<file path="src/hw/lsft_regs.vh">
// Timing constants for the load switch fault timer
`ifndef LSFT_REGS_VH
`define LSFT_REGS_VH

// **********************************************************
// Time base
// **********************************************************
`define LSFT_CLK_NS       10
`define LSFT_MS_NS        1000000
`define LSFT_CYC_PER_MS   (`LSFT_MS_NS / `LSFT_CLK_NS)
`define LSFT_TICK_W       17

// **********************************************************
// Fault timing in milliseconds, and its counter width in bits
// **********************************************************
`define LSFT_BLANK_MS     37
`define LSFT_BLANK_MIN_MS 14
`define LSFT_RETRY_MS     555
`define LSFT_MS_CNT_W     10

// **********************************************************
// Controller states
// **********************************************************
`define LSFT_ST_OFF       3'h0
`define LSFT_ST_RUN       3'h1
`define LSFT_ST_BLANK     3'h2
`define LSFT_ST_RETRY     3'h3
`define LSFT_ST_LATCH     3'h4
`define LSFT_ST_THERM     3'h5

`endif

</file>
<file path="src/hw/lsft_ctrl.v">
// Fault timing controller for a current-limited load switch
`timescale 1ns/10ps
`default_nettype none
`include "lsft_regs.vh"

module lsft_ctrl #(
  parameter BLANK_MS   = `LSFT_BLANK_MS,
  parameter RETRY_MS   = `LSFT_RETRY_MS,
  parameter CYC_PER_MS = `LSFT_CYC_PER_MS
) (
  // Clock and reset
  input  wire mclk_in,
  input  wire rst_n_in,
  // Host side
  input  wire switch_on_in,
  output reg  fault_flag_n_out,
  output reg  fault_flag_oe_out,
  // Analog sense indications
  input  wire oc_fwd_in,
  input  wire oc_rev_in,
  input  wire over_temp_in,
  // Variant strap, high selects retry
  input  wire retry_mode_in,
  // Power switch gate
  output reg  switch_close_out
);

  // **********************************************************
  // Timing
  // **********************************************************
  // A shortened blanking figure is raised to the floor
  localparam BLANK_EFF = (BLANK_MS < `LSFT_BLANK_MIN_MS) ?
                         `LSFT_BLANK_MIN_MS : BLANK_MS;
  localparam integer BLANK_LAST_I = BLANK_EFF - 1;
  localparam integer RETRY_LAST_I = RETRY_MS - 1;
  // Counts are cut to the counter width on purpose
  localparam [`LSFT_MS_CNT_W-1:0] BLANK_LAST =
    BLANK_LAST_I[`LSFT_MS_CNT_W-1:0];
  localparam [`LSFT_MS_CNT_W-1:0] RETRY_LAST =
    RETRY_LAST_I[`LSFT_MS_CNT_W-1:0];

  // **********************************************************
  // Input synchronisers
  // **********************************************************
  // Bit 0 on, 1 forward oc, 2 reverse oc, 3 over temperature
  wire [3:0] raw_in;
  reg  [3:0] sync1;
  reg  [3:0] sync2;
  reg  [3:0] sync3;
  reg  [3:0] filt;

  assign raw_in = {over_temp_in, oc_rev_in, oc_fwd_in, switch_on_in};

  always @(posedge mclk_in or negedge rst_n_in) begin
    if (!rst_n_in) begin
      sync1 <= 4'h0;
      sync2 <= 4'h0;
      sync3 <= 4'h0;
      filt  <= 4'h0;
    end else begin
      sync1 <= raw_in;
      sync2 <= sync1;
      sync3 <= sync2;
      // A bit moves only once the last two stages agree
      filt  <= (~(sync2 ^ sync3) & sync3) | ((sync2 ^ sync3) & filt);
    end
  end

  wire on_lvl;
  wire oc_lvl;
  wire ot_lvl;

  assign on_lvl = filt[0];
  assign oc_lvl = filt[1] | filt[2];
  assign ot_lvl = filt[3];

  // **********************************************************
  // Variant strap
  // **********************************************************
  // The strap is static, so one sample after release is enough
  reg strap_done;
  reg retry_mode;

  always @(posedge mclk_in or negedge rst_n_in) begin
    if (!rst_n_in) begin
      strap_done <= 1'b0;
      retry_mode <= 1'b0;
    end else if (!strap_done) begin
      strap_done <= 1'b1;
      retry_mode <= retry_mode_in;
    end
  end

  // **********************************************************
  // Millisecond time base
  // **********************************************************
  wire tick;
  reg  restart;

  lsft_tick #(
    .CYC_PER_TICK (CYC_PER_MS),
    .CNT_W        (`LSFT_TICK_W)
  ) u_tick (
    .mclk_in  (mclk_in),
    .rst_n_in (rst_n_in),
    .clear_in (restart),
    .tick_out (tick)
  );

  // **********************************************************
  // State machine
  // **********************************************************
  reg [2:0]                  state;
  reg [2:0]                  next_state;
  reg [`LSFT_MS_CNT_W-1:0]   ms_cnt;
  reg [`LSFT_MS_CNT_W-1:0]   next_ms_cnt;
  reg                        flag_hold;
  reg                        next_flag_hold;
  reg                        next_switch;
  reg                        next_flag;

  always @* begin
    next_state     = state;
    next_ms_cnt    = ms_cnt;
    next_flag_hold = flag_hold;
    restart        = 1'b0;
    if (!on_lvl) begin
      // Shutdown overrides every fault and clears latch-off
      next_state     = `LSFT_ST_OFF;
      next_flag_hold = 1'b0;
    end else begin
      case (state)
        `LSFT_ST_OFF: begin
          // A hot die must not see the switch close even for one cycle
          if (ot_lvl) begin
            next_state = `LSFT_ST_THERM;
          end else begin
            next_state = `LSFT_ST_RUN;
          end
        end
        `LSFT_ST_RUN: begin
          if (ot_lvl) begin
            next_state = `LSFT_ST_THERM;
          end else if (oc_lvl) begin
            next_state  = `LSFT_ST_BLANK;
            next_ms_cnt = {`LSFT_MS_CNT_W{1'b0}};
            restart     = 1'b1;
          end
        end
        `LSFT_ST_BLANK: begin
          if (ot_lvl) begin
            next_state = `LSFT_ST_THERM;
          end else if (!oc_lvl) begin
            // Short episode: back to normal, flag released if a retry had asserted it
            next_state     = `LSFT_ST_RUN;
            next_ms_cnt    = {`LSFT_MS_CNT_W{1'b0}};
            next_flag_hold = 1'b0;
          end else if (tick) begin
            if (ms_cnt == BLANK_LAST) begin
              next_ms_cnt = {`LSFT_MS_CNT_W{1'b0}};
              if (retry_mode) begin
                next_state     = `LSFT_ST_RETRY;
                next_flag_hold = 1'b1;
                restart        = 1'b1;
              end else begin
                next_state = `LSFT_ST_LATCH;
              end
            end else begin
              next_ms_cnt = ms_cnt + {{(`LSFT_MS_CNT_W-1){1'b0}}, 1'b1};
            end
          end
        end
        `LSFT_ST_RETRY: begin
          if (ot_lvl) begin
            next_state = `LSFT_ST_THERM;
          end else if (tick) begin
            if (ms_cnt == RETRY_LAST) begin
              // Reclose and blank again; the flag stays low meanwhile
              next_state  = `LSFT_ST_BLANK;
              next_ms_cnt = {`LSFT_MS_CNT_W{1'b0}};
              restart     = 1'b1;
            end else begin
              next_ms_cnt = ms_cnt + {{(`LSFT_MS_CNT_W-1){1'b0}}, 1'b1};
            end
          end
        end
        `LSFT_ST_LATCH: begin
          next_state = `LSFT_ST_LATCH;
        end
        `LSFT_ST_THERM: begin
          // Latch-off parts stay here until the on input is cycled
          if (!ot_lvl && retry_mode) begin
            next_state     = `LSFT_ST_RUN;
            next_flag_hold = 1'b0;
            next_ms_cnt    = {`LSFT_MS_CNT_W{1'b0}};
          end
        end
        default: begin
          next_state = `LSFT_ST_OFF;
        end
      endcase
    end
  end

  // Outputs follow the next state so they change with it
  always @* begin
    case (next_state)
      `LSFT_ST_RUN: begin
        next_switch = 1'b1;
        next_flag   = 1'b0;
      end
      `LSFT_ST_BLANK: begin
        next_switch = 1'b1;
        next_flag   = next_flag_hold;
      end
      `LSFT_ST_RETRY: begin
        next_switch = 1'b0;
        next_flag   = 1'b1;
      end
      `LSFT_ST_LATCH: begin
        next_switch = 1'b0;
        next_flag   = 1'b1;
      end
      `LSFT_ST_THERM: begin
        next_switch = 1'b0;
        next_flag   = 1'b1;
      end
      default: begin
        next_switch = 1'b0;
        next_flag   = 1'b0;
      end
    endcase
  end

  always @(posedge mclk_in or negedge rst_n_in) begin
    if (!rst_n_in) begin
      state             <= `LSFT_ST_OFF;
      ms_cnt            <= {`LSFT_MS_CNT_W{1'b0}};
      flag_hold         <= 1'b0;
      switch_close_out  <= 1'b0;
      fault_flag_oe_out <= 1'b0;
      fault_flag_n_out  <= 1'b0;
    end else begin
      state             <= next_state;
      ms_cnt            <= next_ms_cnt;
      flag_hold         <= next_flag_hold;
      switch_close_out  <= next_switch;
      // Open drain: pull low when asserting, otherwise released
      fault_flag_oe_out <= next_flag;
      fault_flag_n_out  <= 1'b0;
    end
  end

endmodule

`default_nettype wire

</file>
<file path="src/hw/lsft_tick.v">
// Restartable millisecond tick divider
`timescale 1ns/10ps
`default_nettype none

module lsft_tick #(
  parameter CYC_PER_TICK = 100000,
  parameter CNT_W        = 17
) (
  // Clock and reset
  input  wire mclk_in,
  input  wire rst_n_in,
  // Control
  input  wire clear_in,
  // Tick
  output reg  tick_out
);

  // The count is cut to the counter width on purpose
  localparam integer     LAST_I = CYC_PER_TICK - 1;
  localparam [CNT_W-1:0] LAST   = LAST_I[CNT_W-1:0];

  reg [CNT_W-1:0] cnt;

  // Restart aligns the first tick to a full period after the clear,
  // so a timer started with it never runs short
  always @(posedge mclk_in or negedge rst_n_in) begin
    if (!rst_n_in) begin
      cnt      <= {CNT_W{1'b0}};
      tick_out <= 1'b0;
    end else if (clear_in) begin
      cnt      <= {CNT_W{1'b0}};
      tick_out <= 1'b0;
    end else if (cnt == LAST) begin
      cnt      <= {CNT_W{1'b0}};
      tick_out <= 1'b1;
    end else begin
      cnt      <= cnt + {{(CNT_W-1){1'b0}}, 1'b1};
      tick_out <= 1'b0;
    end
  end

endmodule

`default_nettype wire

</file>
<file path="config.mk">
export PLATFORM = sky130hd
export DESIGN_NAME = lsft_ctrl
export DESIGN_NICKNAME = d
export VERILOG_FILES = /design/src/hw/lsft_ctrl.v /design/src/hw/lsft_tick.v
export VERILOG_INCLUDE_DIRS = /design/src /design/src/hw
export SDC_FILE = /design/constraint.sdc
export NUM_CORES = 1
export LEC_CHECK = 0
export BUFFER_PORTS_ARGS = -buffer_cell sky130_fd_sc_hd__clkbuf_2
export CORE_MARGIN = 2
export CORE_UTILIZATION = 34
export DETAILED_ROUTE_END_ITERATION = 10
export PLACE_DENSITY_LB_ADDON = 0.1
export SYNTH_ARGS = -nofsm -noshare
export SYNTH_HDL_FRONTEND = slang
export SYNTH_SLANG_ARGS = --single-unit
</file>
<file path="constraint.sdc">
create_clock -name mclk_in -period 2.6 [get_ports mclk_in]
set_input_delay 0.39 -clock mclk_in [delete_from_list [all_inputs] [get_ports mclk_in]]
set_output_delay 0.39 -clock mclk_in [all_outputs]
set_load 0.05 [all_outputs]
</file>
==> reports/qor.yml, run 1 <==
status: "complete, no violations"
cts.clk_slew.worst_paths_ns: 0.10
synth_area_per_cell_um2: 10.3
yosysUniqueCellTypes: 49
drc: 0
clock_path_buffers: 2
power.switching_mw: 0.567
drive_gt1_share_pct: 15.4
cts_tree: "yes"
io_buffers: 8
ant_nets: 0
seq_area_frac_synth_pct: 52.6
cp.required_ns: 2.80
clkPwrFrac_pct: 27.2
cts_sinks: 52
synth_top_family_by_area: "simple AND/OR/NAND/NOR gates"
post-cts-setup-buffer-count: 0
cts_buffers: 5
syn_nets: 252
area_delta_synth_final_pct: 10.2
final_hold_viol_count: 0
dr.pass1.iters: 4
setup_viol: 0
yosys-top-cells-area: "dfrtp_1, o21ai_0, xor2_1, nor2_1, nand3_1"
antenna_cells: 0
die_h_um: 89.3
die-area_um2: 7970
total_power_mw: 1.80
first_global_vias: 1749
powerDensity_nw_per_um2: 661
synth_mux_area_share_pct: 0.455
synth_compound_area_share_pct: 11.2
maxSlewViolCount: 0
fin_crit_sh_pct: 84.5
synth_simple_gate_area_share_pct: 23.9
hold_path.class: "input pin to async pin"
fp-row-count: 31
critical_path_arrival_ns: 2.40
syn_inst: 241
ir_drop_mv: 0.405
h-tree-depth: 2
path_class: "register to register"
synthesis.area_um2: 2470
p_seq_share_pct: 55.5
clock-root-buffer: "clkbuf_8"
grt_max_degree: 33
synthAdderAreaFrac_pct: 3.64
worst_setup_path_start_kind: "register"
worst_pin_slew_ns: 0.568
endpoint_kind: "register"
drtIter0Drc: 37
switching_share_pct: 31.5
p_int_mw: 1.23
drv_cap: 0
leakage_nw: 1.17
finalCriticalPeriod_ns: 2.20
power_frac_comb_pct: 17.3
synth_top_area_share_pct: 52.6
routabilityCongestion: 0.759
yosys.area.top_type: "dfrtp_1"
core_area_um2: 7140
grt_setup_unrepaired: "no"
grt_overflow: 0
antenna_found_initial: 0
start_util_pct: 34.6
synth_seq_cells: 52
cts_resized: 0
fmax_mhz: 455
slew_headroom_pct: 61.6
grt_usage_pct: 13.1
ios: 10
critPathMaxFanout: 10
via_per_inst: 4.73
hpwl_mm: 3.11
route.detailed.wl_per_inst_um: 12.5
vias: 1668
nNetsFinal: 264
ctsHoldBuffers: 0
worstSkewPairLatency_ns: 0.32
yosysWarnings: 0
fillers: 759
die_w_um: 89.3
synth-xor-area-share_pct: 4.96
skew_ns: 0.00749
wirelength_mm: 4.43
grt_pass1_wl_mm: 8.07
tns_ns: 0
## state kept, by name, summed over array words and instances, names as in the netlist, named ones only
name / count
fault_flag_oe_out: 1
flag_hold: 1
ms_cnt: 10
retry_mode: 1
state: 3
strap_done: 1
switch_close_out: 1
sync1: 4
sync2: 4
sync3: 4
u_tick.cnt: 17
u_tick.tick_out: 1
## through the flow
step | std cells | hold slack (ns) | util, % | instance area, µm² | setup slack, ns
final | 353 | 0.0386 | 38.2 | 2720 | 0.403
after CTS | 353 | 0.0447 | 38.2 | 2720 | 0.363
after global placement | 345 | 0.333 | 36.8 | 2630 | 0.372
after global routing | 353 | 0.0589 | 38.2 | 2720 | 0.106
after detailed placement | 345 | 0.335 | 36.8 | 2630 | 0.385
after floorplan | 241 | 0.0944 | - | 2470 | 0.438
## logic make-up (layout without fill, tap and decap cells)
group / after synthesis / count (layout)
buffers and inverters: 15 / 28
xor gates and xnor gates: 14 / 14
other: 2 / 2
muxes: 1 / 1
DFF: 52 / 52
adders and majority gates: 8 / 8
AOI/OAI and AO/OA: 44 / 44
and+or+nand+nor: 105 / 105
## cells in the mapped netlist, drive strengths merged
library cell and n:
dfrtp 52, nor2 32, o21ai 24, nand3 17
nand2 11, and3 10, xor2 10, inv 7
nor2b 7, a21oi 6, nand2b 5, buf 4
clkbuf 4, ha 4, maj3 4, nor3 4
o31ai 4, xnor2 4, o211ai 3, or2 3
conb 2, nand3b 2, nor4 2, or3 2
a211oi 1, a21o 1, a2bb2oi 1, a31oi 1
a32oi 1, and2 1, and2b 1, and3b 1
and4 1, mux2 1, nand4 1, nand4b 1
nor3b 1, nor4b 1, nor4bb 1, o21bai 1
o41ai 1, or4b 1
## worst paths after layout
kind	from	slack [ns]	end	cells after the start
max	ms_cnt[8]	0.40	ms_cnt[6]	5
min	rst_n_in	0.04	ms_cnt[9]	2
max reg2reg	ms_cnt[8]	0.40	ms_cnt[6]	5
min reg2reg	sync1[3]	0.36	sync2[3]	0
max in group asynchronous	rst_n_in	2.23	u_tick.tick_out	2
min in group mclk_in	oc_rev_in	0.17	sync1[2]	1
## power groups by stage
stage / clock network [mW] / registers [mW] / logic, mW
after floorplan: 0 / 1.00 / 0.242
after global placement: 0 / 1.02 / 0.317
after detailed placement: 0 / 1.02 / 0.316
after CTS: 0.514 / 1.00 / 0.319
after global routing: 0.553 / 1.02 / 0.364
final: 0.489 / 1.00 / 0.311
## worst max-delay path, cell delays in order, from the launching register on
cell and delay (ns):
dfrtp_1 0.45, or4b_4 0.58, nor3_1 0.23, a2bb2oi_2 0.40, or2_2 0.31, o21ai_0 0.12
## routing by layer
layer | track usage, % | vias up | wire, µm
li1 | - | 847 | -
met1 | 17.8 | 801 | 2260
met2 | 20.3 | 14 | 1990
met3 | 4.06 | 6 | 119
met4 | 3.93 | 0 | 59
met5 | 0 | - | 0
## cell usage in the layout, fill, tap and decap left out, types with 3 or more instances in the layout
cell type | netlist | layout
o211ai_1 | 3 | 3
nor3_1 | 4 | 4
nand2b_1 | 5 | 5
nor2_1 | 23 | 23
clkbuf_8 | 0 | 5
nor2b_1 | 7 | 7
inv_1 | 7 | 7
ha_1 | 4 | 4
a21oi_1 | 6 | 6
nand3_1 | 17 | 17
xnor2_1 | 4 | 4
o31ai_1 | 4 | 4
nor2_2 | 9 | 9
maj3_1 | 4 | 4
buf_4 | 2 | 5
nand2_1 | 10 | 10
clkbuf_2 | 0 | 8
dfrtp_1 | 52 | 52
xor2_1 | 10 | 10
o21ai_0 | 23 | 23
and3_1 | 10 | 10
## final cells by class
cell class	instances	area, µm²	area share [%]
inverters	7	26.3	0.965
well taps	99	124	4.55
multi-input cells	174	1100	40.3
clock buffers	5	68.8	2.53
flip-flops and latches	52	1300	47.8
clock inverters	3	27.5	1.01
repair buffers	13	77.6	2.85
Power figures use the tool's default switching activity.
==> run 2, diff against run 1 <==
clock period = 1.99 ns   (was 2.6 ns; I/O delays follow)
==> reports/qor.yml, run 2 (synthesis results as in run 1) <==
status: "complete, no violations"
tns_ns: 0
p_seq_share_pct: 53.1
core_area_um2: 7140
grt_pass1_wl_mm: 8.29
final_cell_mix: "dfrtp_1, nor2_1, buf_4, o21ai_0, nand3_1"
powerDensity_nw_per_um2: 830
grt_usage_pct: 13.4
dr.pass1.iters: 4
power_frac_comb_pct: 19.7
hold_path.class: "input pin to register"
final_hold_viol_count: 0
grt_setup_unrepaired: "yes"
slew_headroom_pct: 55.1
largest_register_ffs: 17
clock_path_buffers: 2
die_w_um: 89.3
setup_viol: 0
skew_ns: 0.00597
clock-root-buffer: "clkbuf_8"
hpwl_mm: 3.19
grt_max_degree: 53
critical_path_arrival_ns: 2.20
cts_tree: "yes"
fmax_mhz: 503
p_int_mw: 1.66
critPathMaxFanout: 4
crit_path_start: "ms_cnt[6]"
drc: 0
cts_sinks: 52
drv_cap: 0
antenna_cells: 0
first_global_vias: 1768
worstSkewPairLatency_ns: 0.31
wirelength_mm: 4.78
reg2reg_depth: 7
route.detailed.wl_per_inst_um: 12.9
reg2reg_slack_ns: 0.002
maxSlewViolCount: 0
top_regs: "u_tick.cnt x17, ms_cnt x10"
area_delta_synth_final_pct: 19.2
total_power_mw: 2.45
nNetsFinal: 283
path_class: "register to register"
h-tree-depth: 2
fp-row-count: 31
finalInstanceArea_um2: 2950
worst_setup_path_start_kind: "register"
fin_crit_sh_pct: 99.9
start_util_pct: 34.6
switching_share_pct: 32.0
ant_nets: 0
drtIter0Drc: 116
reg2reg_from: "ms_cnt[6]"
io_buffers: 8
cts.clk_slew.worst_paths_ns: 0.11
hold_ws_ns: 0.0811
drive_gt1_share_pct: 24.2
antenna_found_initial: 0
endpoint_kind: "register"
die_h_um: 89.3
routabilityCongestion: 0.815
r2r-end: "u_tick.cnt[7]"
ir_drop_mv: 0.668
grt_overflow: 0
via_per_inst: 4.76
worstSetupEndpoint: "u_tick.cnt[7]"
final_common_cell: "dfrtp_1"
top_register: "u_tick.cnt"
cts_buffers: 5
vias: 1772
die-area_um2: 7970
clkPwrFrac_pct: 27.2
finalCriticalPeriod_ns: 1.99
cp.required_ns: 2.20
ios: 10
worst_pin_slew_ns: 0.674
placed_cell_area_um2: 2780
leakage_nw: 1.28
power.switching_mw: 0.781
[run 2: power groups by stage]
stage,Combinational [mW],Clock [mW],Sequential (mW)
detailed placement,0.457,0,1.32
finish,0.481,0.666,1.30
global route,0.549,0.738,1.32
CTS,0.460,0.694,1.30
floorplan,0.326,0,1.31
global placement,0.458,0,1.32
[run 2: critical path, stage by stage, from the launching register on]
cell and delay (ns):
dfrtp_1 0.41, or4b_4 0.57, nor4_4 0.18, nand2_2 0.11, a211oi_4 0.25, or2_4 0.19
clkbuf_16 0.15, nor2_2 0.03
[run 2: how the worst min path moves through the flow]
stage | end | depth (start not counted) | start
after floorplan | async pin | 0 | rst_n_in
after global routing | sync1[3] | 1 | over_temp_in
after detailed placement | sync2[1] | 0 | sync1[1]
after global placement | sync2[1] | 0 | sync1[1]
after CTS | sync1[3] | 1 | over_temp_in
final | sync1[3] | 1 | over_temp_in
[run 2: area by class of cell]
type	instances	area [µm²]
multi-input combinational	174	1140
timing repair buffer	32	254
tap	99	124
clock inverter	3	28.8
fill	711	4190
sequential	52	1300
inverter	7	26.3
clock buffer	5	68.8
[run 2: what timing repair did]
action	4_1_cts	5_1_grt
gates cloned	0	1
resized for setup	1	11
endpoints found under the setup margin	9	26
hold buffers	0	0
setup buffers	0	2
pin swaps	0	2
[run 2: through the flow]
stage | std cells | worst slack (ns) | utilization (%)
global placement | 361 | 0.00539 | 38.9
detailed placement | 361 | 0.0254 | 38.9
global route | 372 | -0.0989 | 41.3
CTS | 369 | 0.00510 | 40.3
floorplan | 241 | -0.00226 | -
finish | 372 | 0.00193 | 41.3
[run 2: per-layer routing]
metal	share of wire, %	wire length [µm]	vias to the layer above	track usage (%)
met3	2.8	136	5	2.77
met4	1.1	53	0	4.61
met1	52	2470	848	18.6
met2	44	2130	25	20.9
met5	0	0	-	0
li1	-	-	894	-
==> run 3, diff against run 2 <==
CORE_MARGIN = 5   (was 2)
clock period = 2.3 ns   (was 1.99 ns; I/O delays follow)
==> reports/qor.yml, run 3 (synthesis results as in run 1) <==
status: "complete, no violations"
area_delta_synth_final_pct: 14.6
dr.pass1.iters: 4
cts.clk_slew.worst_paths_ns: 0.10
cts_resized: 0
final_common_cell: "dfrtp_1"
fin_crit_sh_pct: 94.3
grt_overflow: 0
core_area_um2: 7180
grt_usage_pct: 11.6
die-area_um2: 9080
maxSlewViolCount: 0
dp.cells: 354
die_h_um: 95.3
die_w_um: 95.3
placed_cell_area_um2: 2720
met1_usage_pct: 15.7
clock-root-buffer: "clkbuf_8"
final_cell_mix: "dfrtp_1, nor2_1, o21ai_0, nand3_1, buf_4"
hpwl_mm: 3.31
drv_cap: 0
ant_nets: 0
cts_sinks: 52
via_per_inst: 4.82
reg2reg_depth: 6
endpoint_kind: "register"
critPathMaxFanout: 6
clock_path_buffers: 2
worst_pin_slew_ns: 0.550
finalInstanceArea_um2: 2830
use_met3_pct: 2.60
cts_buffers: 5
nNetsFinal: 273
path_class: "register to register"
routabilityCongestion: 0.766
final_hold_viol_count: 0
setup_viol: 0
grt_max_degree: 34
leakage_nw: 1.23
skew_ns: 0.00562
slew_headroom_pct: 63.4
io_buffers: 8
ctsHoldBuffers: 0
start_util_pct: 34.5
cts_tree: "yes"
drive_gt1_share_pct: 18.6
post-cts-setup-buffer-count: 0
largest_register_ffs: 17
drc: 0
h-tree-depth: 2
worst_slack_ns: 0.131
pre_cts_slack_ns: 0.143
fmax_mhz: 461
fp-row-count: 31
instances_no_fill: 362
wirelength_mm: 4.64
finalCriticalPeriod_ns: 2.17
critical_path_arrival_ns: 2.37
ios: 10
vias: 1745
use_met2_pct: 18.7
first_global_vias: 1773
busiest_layer: "met2"
route.detailed.wl_per_inst_um: 12.8
grt_setup_unrepaired: "no"
antenna_cells: 0
worst_setup_path_start_kind: "register"
top_register: "u_tick.cnt"
grt_pass1_wl_mm: 8.30
worstSkewPairLatency_ns: 0.30
drtIter0Drc: 29
cp.required_ns: 2.50
powerDensity_nw_per_um2: 727
hold_path.class: "input pin to async pin"
antenna_found_initial: 0
ir_drop_mv: 0.471
tns_ns: 0
top_regs: "u_tick.cnt x17, ms_cnt x10"
[run 3: per-stage QoR]
step | util (%) | hold WS (ns) | power [mW]
6_report | 39.5 | 0.00840 | 2.06
5_1_grt | 39.5 | 0.0545 | 2.20
4_1_cts | 39.3 | 0.0205 | 2.10
3_5_place_dp | 37.9 | 0.338 | 1.53
3_3_place_gp | 37.9 | 0.334 | 1.53
2_1_floorplan | - | 0.0494 | 1.41
[run 3: layout make-up]
type	count	area (µm²)
timing repair buffer	22	170
inverter	7	26.3
fill	715	4340
sequential	52	1300
clock buffer	5	68.8
multi-input combinational	174	1110
clock inverter	3	28.8
tap	99	124
[run 3: path summary, 6_finish.rpt]
path | start | to | slack (ns)
hold / removal | rst_n_in | switch_close_out | 0.008
hold reg to reg | sync1[2] | sync2[2] | 0.36
min in group mclk_in | over_temp_in | sync1[3] | 0.14
setup reg to reg | ms_cnt[4] | u_tick.tick_out | 0.13
setup / recovery | ms_cnt[4] | u_tick.tick_out | 0.13
max in group asynchronous | rst_n_in | async pin | 1.74
[run 3: layer usage]
layer  vias to the layer above  wire length, µm
li1                        871                -
met1                       860             2320
met2                        12             2180
met3                         2              108
met4                         0               32
met5                         -                0
[run 3: worst max-delay path: stages, from the launching register on]
cell	delay, ns
dfrtp_1	0.44
or4b_4	0.55
nor4_4	0.29
nand2_2	0.11
a211oi_4	0.29
buf_4	0.18
and2b_2	0.21
[run 3: power breakdown]
group	switching [mW]	leakage [nW]	internal, mW
registers	0.104	0.664	1.02
logic	0.214	0.512	0.166
clock network	0.327	0.0511	0.230
total	0.646	1.23	1.41
